### src/verilog/tis_pkg.sv
// Shared types and constants for the instruction-scan tail of the test access port.
// Assumes every user writes tis_pkg::name; nothing is imported.
package tis_pkg;

    // Width of the instruction register.
    localparam int IR_W = 3;
    // Width of the general test data register.
    localparam int DR_W = 8;
    // Fixed pattern loaded into the instruction shift stages at capture.
    localparam logic [IR_W-1:0] IR_CAPTURE = 3'h4;
    // Instruction held after test logic reset; all ones selects the bypass bit.
    localparam logic [IR_W-1:0] IR_RESET   = 3'h7;
    // Instruction code that selects the one-bit bypass register.
    localparam logic [IR_W-1:0] IR_BYPASS  = 3'h7;
    // Reset value of the general test data register.
    localparam logic [DR_W-1:0] DR_RESET   = 8'h00;
    // Number of flip-flops in each pin synchroniser.
    localparam int SYNC_STAGES = 2;

    // Controller states.
    typedef enum logic [3:0] {
        TLR, RTI, SEL_DR, CAP_DR, SHIFT_DR, EXIT1_DR, PAUSE_DR, EXIT2_DR, UPD_DR,
        SEL_IR, CAP_IR, SHIFT_IR, EXIT1_IR, PAUSE_IR, EXIT2_IR, UPD_IR
    } tis_state_t;

    // Test pins as one group, raw or synchronised.
    typedef struct packed {
        logic tck;
        logic tms;
        logic tdi;
        logic trst_n;
    } tis_pins_t;

endpackage

### src/verilog/tis_tap.sv
// Test access port controller with instruction register and two test data registers.
// Assumes the tester's clock is far slower than clk_in; all test pins are sampled here.
// Functional notes
// - Pause-IR holds while select is low.
// - Pause-IR with select high goes Exit2-IR.
// - Pause-IR freezes shifting, data and instruction.
// - Exit2-IR with select high goes Update-IR.
// - Exit2-IR with select low returns Shift-IR.
// - Exit2-IR lasts one cycle, registers hold.
// - Update-IR latches instruction on falling clock.
// - Latched instruction selects the data register.
// - Update-IR leaves selected data registers unchanged.
// - Shift-IR moves instruction bits toward output.
// - Capture-IR loads fixed pattern one-zero-zero.
`timescale 1ns/1ps
module tis_tap (
    input  wire logic                     clk_in,
    input  wire logic                     rst_n_in,
    input  wire logic                     tck_in,
    input  wire logic                     tms_in,
    input  wire logic                     tdi_in,
    input  wire logic                     trst_n_in,
    output logic                          tdo_out,
    output logic                          tdo_oe_out,
    output logic [tis_pkg::IR_W-1:0]      ir_out,
    output logic                          bypass_sel_out,
    output tis_pkg::tis_state_t           state_out
);
    tis_pkg::tis_pins_t  pins_raw;   // Raw pin group.
    tis_pkg::tis_pins_t  pins;       // Pin group after two flip-flops.
    logic                tck_d;      // Synchronised clock one cycle late.
    logic                tck_rise;   // Rising edge of the test clock.
    logic                tck_fall;   // Falling edge of the test clock.
    tis_pkg::tis_state_t st;         // Controller state.
    tis_pkg::tis_state_t next_st;    // Controller state after the next rising edge.
    logic [tis_pkg::IR_W-1:0] ir_sh; // Instruction shift stages.
    logic [tis_pkg::DR_W-1:0] dr;    // General test data register.
    logic                bypass;     // One-bit bypass register.

    assign pins_raw = '{tck: tck_in, tms: tms_in, tdi: tdi_in, trst_n: trst_n_in};

    // All four pins come from the tester's domain and share one synchroniser.
    // The stages reset to zero, so the test reset reads active for two cycles after a
    // system reset; that only holds the controller where the system reset put it anyway.
    tis_sync #(
        .W($bits(tis_pkg::tis_pins_t))
    ) u_sync (
        .clk_in  (clk_in),
        .rst_n_in(rst_n_in),
        .d_in    (pins_raw),
        .q_out   (pins)
    );

    // Edge finder; select and data were synchronised alongside, so they line up.
    // Clearing tck_d to the idle low level of the pin avoids a false edge after reset.
    always_ff @(posedge clk_in) begin
        if (!rst_n_in) begin
            tck_d <= 1'b0;
        end else begin
            tck_d <= pins.tck;
        end
    end
    assign tck_rise = pins.tck & ~tck_d;
    assign tck_fall = ~pins.tck & tck_d;

    // Keeping the whole state walk, not just the tail, lets a tester reach the tail legally.
    // Next-state table of the controller, steered by the select pin.
    always_comb begin
        next_st = st;
        unique case (st)
            tis_pkg::TLR:      next_st = pins.tms ? tis_pkg::TLR      : tis_pkg::RTI;
            tis_pkg::RTI:      next_st = pins.tms ? tis_pkg::SEL_DR   : tis_pkg::RTI;
            tis_pkg::SEL_DR:   next_st = pins.tms ? tis_pkg::SEL_IR   : tis_pkg::CAP_DR;
            tis_pkg::CAP_DR:   next_st = pins.tms ? tis_pkg::EXIT1_DR : tis_pkg::SHIFT_DR;
            tis_pkg::SHIFT_DR: next_st = pins.tms ? tis_pkg::EXIT1_DR : tis_pkg::SHIFT_DR;
            tis_pkg::EXIT1_DR: next_st = pins.tms ? tis_pkg::UPD_DR   : tis_pkg::PAUSE_DR;
            tis_pkg::PAUSE_DR: next_st = pins.tms ? tis_pkg::EXIT2_DR : tis_pkg::PAUSE_DR;
            tis_pkg::EXIT2_DR: next_st = pins.tms ? tis_pkg::UPD_DR   : tis_pkg::SHIFT_DR;
            tis_pkg::UPD_DR:   next_st = pins.tms ? tis_pkg::SEL_DR   : tis_pkg::RTI;
            tis_pkg::SEL_IR:   next_st = pins.tms ? tis_pkg::TLR      : tis_pkg::CAP_IR;
            tis_pkg::CAP_IR:   next_st = pins.tms ? tis_pkg::EXIT1_IR : tis_pkg::SHIFT_IR;
            tis_pkg::SHIFT_IR: next_st = pins.tms ? tis_pkg::EXIT1_IR : tis_pkg::SHIFT_IR;
            tis_pkg::EXIT1_IR: next_st = pins.tms ? tis_pkg::UPD_IR   : tis_pkg::PAUSE_IR;
            // Pause holds on low select and leaves for the second exit on high.
            tis_pkg::PAUSE_IR: next_st = pins.tms ? tis_pkg::EXIT2_IR : tis_pkg::PAUSE_IR;
            // The second exit either ends the scan or resumes shifting.
            tis_pkg::EXIT2_IR: next_st = pins.tms ? tis_pkg::UPD_IR   : tis_pkg::SHIFT_IR;
            tis_pkg::UPD_IR:   next_st = pins.tms ? tis_pkg::SEL_DR   : tis_pkg::RTI;
        endcase
    end

    // State register moves only on a rising test clock; a low test reset forces reset state.
    // The test reset passes the synchroniser, so it acts within three clk_in cycles, not at once.
    always_ff @(posedge clk_in) begin
        if (!rst_n_in) begin
            st <= tis_pkg::TLR;
        end else if (!pins.trst_n) begin
            st <= tis_pkg::TLR;
        end else if (tck_rise) begin
            st <= next_st;
        end
    end
    assign state_out = st;

    // Instruction shift stages: capture the fixed pattern, then shift toward the output.
    // Every other state, pause and second exit among them, leaves the stages untouched.
    always_ff @(posedge clk_in) begin
        if (!rst_n_in) begin
            ir_sh <= tis_pkg::IR_RESET;
        end else if (tck_rise && st == tis_pkg::CAP_IR) begin
            ir_sh <= tis_pkg::IR_CAPTURE;
        end else if (tck_rise && st == tis_pkg::SHIFT_IR) begin
            ir_sh <= {pins.tdi, ir_sh[tis_pkg::IR_W-1:1]};
        end
    end

    // Current instruction: changes on the falling edge inside the update state, and reloads the reset code in test logic reset.
    always_ff @(posedge clk_in) begin
        if (!rst_n_in) begin
            ir_out <= tis_pkg::IR_RESET;
        end else if (st == tis_pkg::TLR) begin
            ir_out <= tis_pkg::IR_RESET;
        end else if (tck_fall && st == tis_pkg::UPD_IR) begin
            ir_out <= ir_sh;
        end
    end

    // Register selection follows the current instruction one cycle later.
    // The lag is harmless: no data register moves until a test clock edge many cycles later.
    always_ff @(posedge clk_in) begin
        if (!rst_n_in) begin
            bypass_sel_out <= 1'b1;
        end else begin
            bypass_sel_out <= (ir_out == tis_pkg::IR_BYPASS);
        end
    end

    // Bypass bit clears at capture and shifts only in the data shift state.
    // Its value only matters while it is selected; otherwise it simply idles.
    always_ff @(posedge clk_in) begin
        if (!rst_n_in) begin
            bypass <= 1'b0;
        end else if (tck_rise && bypass_sel_out && st == tis_pkg::CAP_DR) begin
            bypass <= 1'b0;
        end else if (tck_rise && bypass_sel_out && st == tis_pkg::SHIFT_DR) begin
            bypass <= pins.tdi;
        end
    end

    // The general data register has no parallel input, so it moves only while shifting.
    // With no capture, its content is whatever was last scanned in, or zero after reset.
    // Pause, exit and update states of either scan leave it alone.
    always_ff @(posedge clk_in) begin
        if (!rst_n_in) begin
            dr <= tis_pkg::DR_RESET;
        end else if (tck_rise && !bypass_sel_out && st == tis_pkg::SHIFT_DR) begin
            dr <= {pins.tdi, dr[tis_pkg::DR_W-1:1]};
        end
    end

    // Serial output changes on the falling edge so the tester sees it stable at the rise.
    // Outside a shift state the bit means nothing, but it is still driven to a known value.
    always_ff @(posedge clk_in) begin
        if (!rst_n_in) begin
            tdo_out    <= 1'b0;
            tdo_oe_out <= 1'b0;
        end else if (tck_fall) begin
            tdo_oe_out <= (st == tis_pkg::SHIFT_IR) || (st == tis_pkg::SHIFT_DR);
            if (st == tis_pkg::SHIFT_IR) begin
                tdo_out <= ir_sh[0];
            end else if (bypass_sel_out) begin
                tdo_out <= bypass;
            end else begin
                tdo_out <= dr[0];
            end
        end
    end
endmodule

### src/verilog/tis_sync.sv
// Two-stage synchroniser for a group of slow external pins.
// Assumes the pins are asynchronous to clk_in and change far slower than it.
`timescale 1ns/1ps
module tis_sync #(
    parameter int W = 4
) (
    input  wire logic         clk_in,
    input  wire logic         rst_n_in,
    input  wire logic [W-1:0] d_in,
    output logic      [W-1:0] q_out
);
    logic [W-1:0] meta; // First stage, read only by the second stage.

    // The first stage may go metastable; only q_out is safe to use.
    always_ff @(posedge clk_in) begin
        if (!rst_n_in) begin
            meta  <= '0;
            q_out <= '0;
        end else begin
            meta  <= d_in;
            q_out <= meta;
        end
    end
endmodule

### config.mk
export PLATFORM = sky130hd
export DESIGN_NAME = tis_tap
export DESIGN_NICKNAME = d
export VERILOG_FILES = /design/src/verilog/tis_pkg.sv /design/src/verilog/tis_tap.sv /design/src/verilog/tis_sync.sv
export SDC_FILE = /design/constraint.sdc
export NUM_CORES = 1
export LEC_CHECK = 0
export BUFFER_PORTS_ARGS = -buffer_cell sky130_fd_sc_hd__buf_2
export CORE_MARGIN = 2
export CORE_UTILIZATION = 30
export CTS_CLUSTER_DIAMETER = 200
export DETAILED_ROUTE_END_ITERATION = 8
export SLEW_MARGIN = 5
export SYNTH_ARGS = -nofsm -noshare
export SYNTH_HDL_FRONTEND = slang
export SYNTH_HIERARCHICAL = 1
export SYNTH_SLANG_ARGS = --single-unit
### constraint.sdc
create_clock -name clk_in -period 2.15 [get_ports clk_in]
set_input_delay 0.215 -clock clk_in [delete_from_list [all_inputs] [get_ports clk_in]]
set_output_delay 0.215 -clock clk_in [all_outputs]
set_load 0.005 [all_outputs]
## Word-level counts from Yosys, hierarchy flattened

Index checks and enable logic that the tools add are counted.

- Flip-flop bits (word level): 31
- Input bits: 6
- Word-level logic and storage cells: 69

- Eq/ne operators: 16
- Multiplexer cells: 17
- Bitwise operators: 5
- Reductions and logical operators: 19

Operator list:

| operator | number |
|---|---|
| $pmux W4 S12 | 1 |
| $eq A4 B4 Y1 const B | 8 |
| $eq A4 B3 Y1 const B | 4 |
| $mux W4 | 4 |
| $mux W2 | 5 |
| $reduce_or A2 Y1 | 5 |
| $eq A4 B2 Y1 const B | 2 |
| $logic_and A1 B1 Y1 | 8 |
| $mux W3 | 2 |
| $mux W1 | 5 |
| $eq A4 B1 Y1 const B | 1 |
| $logic_not A4 Y1 | 1 |
| $eq A3 B3 Y1 const B | 1 |
| $not A1 Y1 | 3 |
| $reduce_or A3 Y1 | 1 |
| $and A1 B1 Y1 | 2 |
| $reduce_and A2 Y1 | 1 |
| $reduce_bool A2 Y1 | 1 |
| $logic_not A1 Y1 | 1 |
| $logic_or A1 B1 Y1 | 1 |

## Depth between registers and ports, before layout

Gate-level depths: netlist of the first run.

- Word-level depth: 5
- Mapped depth: 6
- Mapped depth without buffers: 4

## Cells and area by module

The synthesis of the first run kept the hierarchy.

Modules (own cells, without submodules):

| module | instances | cells an instance | area an instance (um^2) |
|---|---|---|---|
| tis_tap | 1 | 127 | 1132.3 |
| tis_sync | 1 | 16 | 210.2 |

## Worst setup path before layout of the first run

Ideal clock, no wire load.

- Path kind: register to register
- Start point: reg st[2], in the netlist state_out[2]
- End point: reg dr[0] (netlist name)
- Data arrival time: 1641 ps
- Path slack: 393 ps
- Cell stages (with the launch flop): 7
- Clock period less this slack: 1757 ps
- Cells stage by stage: dfxtp_1 -> buf_2 -> or4b_4 -> or3_1 -> buf_6 -> mux2i_1 -> nor2b_1

- Cells in the longest elaborated chain, start to end: 2

RTL lines:

| item | line | text |
|---|---|---|
| start: declaration | tis_tap.sv:34 | `tis_pkg::tis_state_t st;` |
| start signal: assignment | tis_tap.sv:96 | `st <= tis_pkg::TLR;` |
| start signal: assignment | tis_tap.sv:98 | `st <= tis_pkg::TLR;` |
| start signal: assignment | tis_tap.sv:100 | `st <= next_st;` |
| $eq A4 B3 Y1 | tis_tap.sv:156 | `end else if (tck_rise && !bypass_sel_out && st == tis_pkg::SHIFT_DR) begin` |
| $logic_and A1 B1 Y1 | tis_tap.sv:156 |  |
| end signal: assignment | tis_tap.sv:155 | `dr <= tis_pkg::DR_RESET;` |
| end signal: assignment | tis_tap.sv:157 | `dr <= {pins.tdi, dr[tis_pkg::DR_W-1:1]};` |
| end: declaration | tis_tap.sv:37 | `logic [tis_pkg::DR_W-1:0] dr;` |

No other way between the ends.
A chain may end at the register's enable or synchronous reset.

## Worst setup path in the final report of the first run

- Start point: reg st[3], in the netlist state_out[3]
- End point: reg dr[3] (netlist name)

The elaborated chain is that of the path after synthesis.

==> results of run 1 <==
==> routing by layer <==
metal | global-route usage (%) | share of wire [%]
met1 | 14.14 | 50
met2 | 16.10 | 44
met3 | 3.989 | 4.0
met5 | 0 | 0
met4 | 4.403 | 1.5
==> power by group through the flow <==
stage / logic [mW] / registers [mW] / clock network (mW)
final: 0.0317 / 0.587 / 0.429
after global placement: 0.0318 / 0.600 / 0
after floorplan: 0.0224 / 0.598 / 0
after CTS: 0.0324 / 0.587 / 0.447
after global routing: 0.0355 / 0.588 / 0.471
after detailed placement: 0.0322 / 0.600 / 0
==> sequential cells by signal (all words and copies together) (netlist names) <==
| name | flops |
|---|---|
| u_sync/meta | 4 |
| ir_out | 3 |
| tck_d | 1 |
| tdo_oe_out | 1 |
| tdo_out | 1 |
| ir_sh | 3 |
| u_sync/q_out | 4 |
| bypass | 1 |
| state_out | 4 |
| bypass_sel_out | 1 |
| dr | 8 |
==> worst paths after layout <==
path,cells after the start,start,slack [ns],endpoint
max reg2reg,4,state_out[3],0.35,dr[3]
min reg2reg,1,u_sync/meta[2],0.43,u_sync/q_out[2]
min,2,tms_in,0.14,u_sync/meta[2]
max,4,state_out[3],0.35,dr[3]
==> per-stage QoR <==
| step | instances | total power [mW] | hold WS [ns] |
|---|---|---|---|
| finish | 213 | 1.048 | 0.1383 |
| global route | 213 | 1.095 | 0.1409 |
| CTS | 213 | 1.067 | 0.1297 |
| detailed placement | 205 | 0.6324 | 0.4154 |
| global placement | 205 | 0.6317 | 0.4065 |
| floorplan | 143 | 0.6200 | 0.3367 |
==> worst register-to-register path, stage by stage (launching register included) <==
cell and delay [ns]:
dfxtp_1 0.31, or4b_4 0.54, or3_1 0.56, mux2i_1 0.23, nor2b_1 0.06
==> layout make-up <==
class                           count  area share, %
Tap cell                           52          4.204
Sequential cell                    31          40.10
Multi-Input combinational cell     99          42.44
Clock inverter                      1         0.3234
Clock buffer                        7          4.931
Inverter                            3         0.7276
Timing Repair Buffer               20          7.276
==> layout by cell type (no fill, tap or decap), types with 3 or more instances in the layout <==
cell type / instances
nand3_1: 3
o211ai_1: 5
nand2_1: 15
and2_1: 9
buf_2: 15
buf_4: 5
mux2i_1: 14
inv_1: 3
nor2b_1: 13
nor2_1: 3
clkbuf_8: 5
nand2b_1: 3
a31oi_1: 5
nor3_1: 4
dfxtp_1: 31
==> cells by family (layout without fill, tap and decap cells) <==
logic type | Yosys count | count (layout) | share of synthesized area, %
simple gates | 57 | 57 | 23.21
flops | 31 | 31 | 46.23
compound gates | 25 | 25 | 13.14
mux | 15 | 15 | 11.28
buf+inv | 13 | 31 | 4.846
xor+xnor | 2 | 2 | 1.305
==> metrics.txt, run 1 <==
Global Route Usage Sum between 10% and 20%; clk slew on worst S/H paths 0.06 ns; count of different cell masters after synthesis 33; Hold Crit Class in2reg; RSZ-0062 raised after global routing no; highest-delay cell along the critical path or3_1; Setup Skew 0.003621 ns; Worst path max stage delay about 0.56 ns; # IOs 16; Worst-Margin Slew 0.5418 ns; post-layout min period 1.801 ns; multi-input logic area approximately 660 µm²; layout cells sized above 1 about 18%; sequential fraction of the synthesis area 46.23%; first-pass GRT wire length 4.305 mm; Fin Setup TNS 0 ns; #FFs+latches synth 31; vias in the first global route 954; global placement routability congestion 0.7373; WL final approximately 2.5 mm; TritonCTS Buffers 5; Clk pwr share 40.9%; Slew headroom 63.80%; Comb power frac 3.0%; critical path class reg2reg; Sw Ratio 21.35%; die width 70.90 µm; maximum number of pins on one net before global-route repair 27; startpoint types flop; row count 24; Critical Path Sink Type flop; fin util a little over a third; FF+latch area 620.6 µm²; Cells after Synth approximately 140; Placed Area around 0.0015 mm²; P_int 0.8242 mW; Psw 0.2237 mW; asr flop ratio synth 0%; Buf+Inv Stages, Crit Path 0; Most used DFF post-synth dfxtp_1; max-slew violation count 0; Final ANT Viol Nets 0; maximum vdd ir drop between 0.0004 and 0.0005 V; Final Hold Fails 0; die area 0.005026 mm²; die height between 70 and 80 µm; initial antenna violation count 0; Pleak 0.6364 nW; drt wl/cell 11.68 µm; clk buf depth 2; number of vias in the routed layout 1035; Max-cap violations 0; Vias/cell just under 5; area grow syn2layout 15.28%; Placeable Area around 0.0043 mm²; worst setup margin 0.3493 ns; crit path DAT 1.97 ns; Root Driver clkbuf_8; Reg power frac a little under three fifths; dominant cells by area after synthesis dfxtp_1 46%, mux2i_1 10%, nor2b_1 6.1%; worst path cell trace or4b_4 -> or3_1 -> mux2i_1 -> nor2b_1; count of final setup violators 0; CTS tree done; pwr dens 677.0 mW/mm²; dpl ws between 0.3 and 0.4 ns; grt ovf 0; post-synthesis cell area 0.001343 mm²; I/O Buffers 15; Yosys top cell area share between 40% and 50%; H-tree Lvls 2; CTS Hold Bufs 0; top-count cell post-synth dfxtp_1; most frequent cells after synthesis 31 x dfxtp_1, 15 x nand2_1, 14 x mux2i_1; Final #Nets around 170; Post-DP HPWL 1.781 mm; syn_nets between 100 and 150; CTS sink cnt 31; drt initial violations 42; setup bufs post-CTS 0; Critical Path RT ~2.3 ns; Worst-Skew Late Latency 0.28 ns; post-cts resize count 0; post-route clock period utilization between 80% and 90%; fmax 555.3 MHz; outcome completed; worst-path maximum fanout 8; delay-heaviest family, CP simple AND/OR/NAND/NOR gates; Post-Layout Inst Area ~0.0015 mm²; Yosys top cell by area dfxtp_1; EDFF count, synth 0; Ant. Diodes 0; FILL cells about 480; Syn Area/Cell 9.388 µm²; Starting Density 31.05%; Synth warnings 6; DRC errors left 0; First-pass DRT Iterations 4
(Power assumes the default switching activity.)
==> inputs of run 2 (changes only) <==
clock period = 1.8 ns   (was 2.15 ns; I/O delays follow)
==> run 2 against run 1 <==
  * Utilization is 0.61 points higher
  * Critical path depth stayed put
  * Largest power group unchanged
  * Register-to-register slack lost 0.23 ns
  * Combinational power grew 23%
  * Count of clock-buffer cells in the layout decreased by 1
  * Clock power grew 25%
  * Highest routed layer unchanged
  * Routed wire length about the same
  * Worst hold slack got worse by 0.034 ns
  * Critical path type unchanged
  * Sequential power rose by 20%
  * Via count fell by 2.2%
  * Non-clock buffer count up 2
==> metrics.txt, run 2 (same netlist as run 1, synthesis figures left out) <==
FILL cells between 400 and 500; drt wl/cell 11.62 µm; area grow syn2layout 17.24%; clk buf depth 2; Total Power 1.279 mW; post-layout min period 1.678 ns; P_int 1.014 mW; max-slew violation count 0; I/O Buffers 15; Max-cap violations 0; delay-heaviest family, CP simple AND/OR/NAND/NOR gates; Global Route Usage Sum 10.87%; WL final around 2.5 mm; die width about 70 µm; First-pass DRT Iterations 4; fin util 36.40%; Pleak 0.6537 nW; maximum number of pins on one net before global-route repair 27; Final Hold Fails 0; fmax 595.8 MHz; drt initial violations 51; initial antenna violation count 0; placed cells 207; Critical Path RT 1.97 ns; Slew headroom 75.16%; outcome completed; die height 70.90 µm; Buf+Inv Stages, Crit Path 0; RSZ-0062 raised after global routing no; H-tree Lvls 2; DRC errors left 0; critical path class reg2reg; count of final setup violators 0; Post-Layout Inst Area 0.001574 mm²; Psw approximately 0.26 mW; Clk pwr share 42.1%; Sw Ratio 20.70%; CTS tree done; Vias/cell between 4 and 5; layout cells sized above 1 20.37%; Biggest register dr; TritonCTS Buffers 5; crit path DAT 1.84 ns; Final ANT Viol Nets 0; grt ovf 0; clk slew on worst S/H paths 0.06 ns; Finished Layout Cells 214; Starting Density a little under a third; Worst-Skew Late Latency 0.28 ns; Placeable Area 0.004324 mm²; Placed Area 0.001481 mm²; number of vias in the routed layout a little over 1000; startpoint types flop; Worst path max stage delay 0.54 ns; post-route clock period utilization 93.25%; worst path cell trace or4b_4 -> or3_4 -> mux2i_1 -> nor2b_1; global placement routability congestion 0.7363; row count 24; worst-path maximum fanout 8; maximum vdd ir drop 0.0004006 V; die area 0.005026 mm²; Worst-Margin Slew ~0.36 ns; commonest cells after routing, fill and taps aside 31 x dfxtp_1, 15 x nand2_1, 15 x buf_2; Hold Crit Class in2reg; max FFs per register 8; pwr dens 812.4 mW/mm²; Root Driver clkbuf_8; vias in the first global route 902; Setup Skew ~0.0083 ns; first-pass GRT wire length ~4.2 mm; CTS sink cnt 31; highest-delay cell along the critical path or4b_4; Critical Path Sink Type flop; Reg power frac 54.9%; Post-DP HPWL 1.717 mm; Final #Nets 168; # IOs 16; commonest non-fill, non-tap cell in the layout dfxtp_1; Comb power frac around 3%; Ant. Diodes 0
[run 2: changes by cell type in the layout (fill, tap and decap cells not counted)]
| cell | previous run | this run |
|---|---|---|
| clkbuf_8 | 5 | 6 |
| clkbuf_1 | 2 | 0 |
| or3_4 | 0 | 1 |
| buf_4 | 5 | 7 |
| or3_1 | 1 | 0 |
[run 2: final timing paths]
path                  startpoint               to  slack (ns)  depth (start not counted)
setup reg to reg    state_out[3]            dr[1]        0.12                          4
hold / removal            tms_in   u_sync/meta[2]        0.10                          2
hold reg to reg   u_sync/meta[2]  u_sync/q_out[2]        0.42                          1
setup / recovery    state_out[3]            dr[1]        0.12                          4
[run 2: power by group through the flow]
stage          clock, mW  sequential [mW]  combinational [mW]
5_1_grt            0.592            0.702              0.0433
4_1_cts            0.553            0.702              0.0394
2_1_floorplan          0            0.714              0.0268
3_5_place_dp           0            0.717              0.0395
6_report           0.538            0.702              0.0389
3_3_place_gp           0            0.717              0.0393
[run 2: final cells by class]
cell class,count,area (µm²),share of cell area (%)
inverters,3,11.26,0.7154
repair buffers,22,127.6,8.108
well taps,52,65.06,4.134
clock buffers,6,82.58,5.246
flip-flops and latches,31,620.6,39.43
multi-input cells,99,661.9,42.05
clock inverters,1,5.005,0.3180
[run 2: what timing repair did]
| item | CTS | global route |
|---|---|---|
| resized for setup | 1 | 0 |
| buffers inserted | 0 | 0 |
| hold buffers | 0 | 0 |
| setup endpoints to repair | 4 | 0 |
| endpoints found under the hold margin | 0 | 0 |
[run 2: layer usage]
layer	vias to the layer above	track usage, %	wire length [µm]
li1	535	-	-
met1	454	14.46	1250
met2	18	15.47	1080
met3	5	3.846	120
met4	0	5.660	35
met5	-	0	0
[run 2: per-stage QoR]
| step | TNS (ns) | hold WS [ns] | worst slack, ns |
|---|---|---|---|
| 2_1_floorplan | 0 | 0.3017 | 0.04270 |
| 3_3_place_gp | 0 | 0.3849 | 0.02909 |
| 3_5_place_dp | -0.02452 | 0.3902 | -0.02390 |
| 4_1_cts | 0 | 0.09659 | 0.1027 |
| 5_1_grt | 0 | 0.09895 | 0.05141 |
| 6_report | 0 | 0.1045 | 0.1215 |
[run 2: worst reg2reg max path, delay by kind of cell, from the launching register on]
| family | cells | cell delay, ns |
|---|---|---|
| AND/OR/NAND/NOR | 3 | 1.06 |
| flip-flops | 1 | 0.31 |
| multiplexers | 1 | 0.19 |
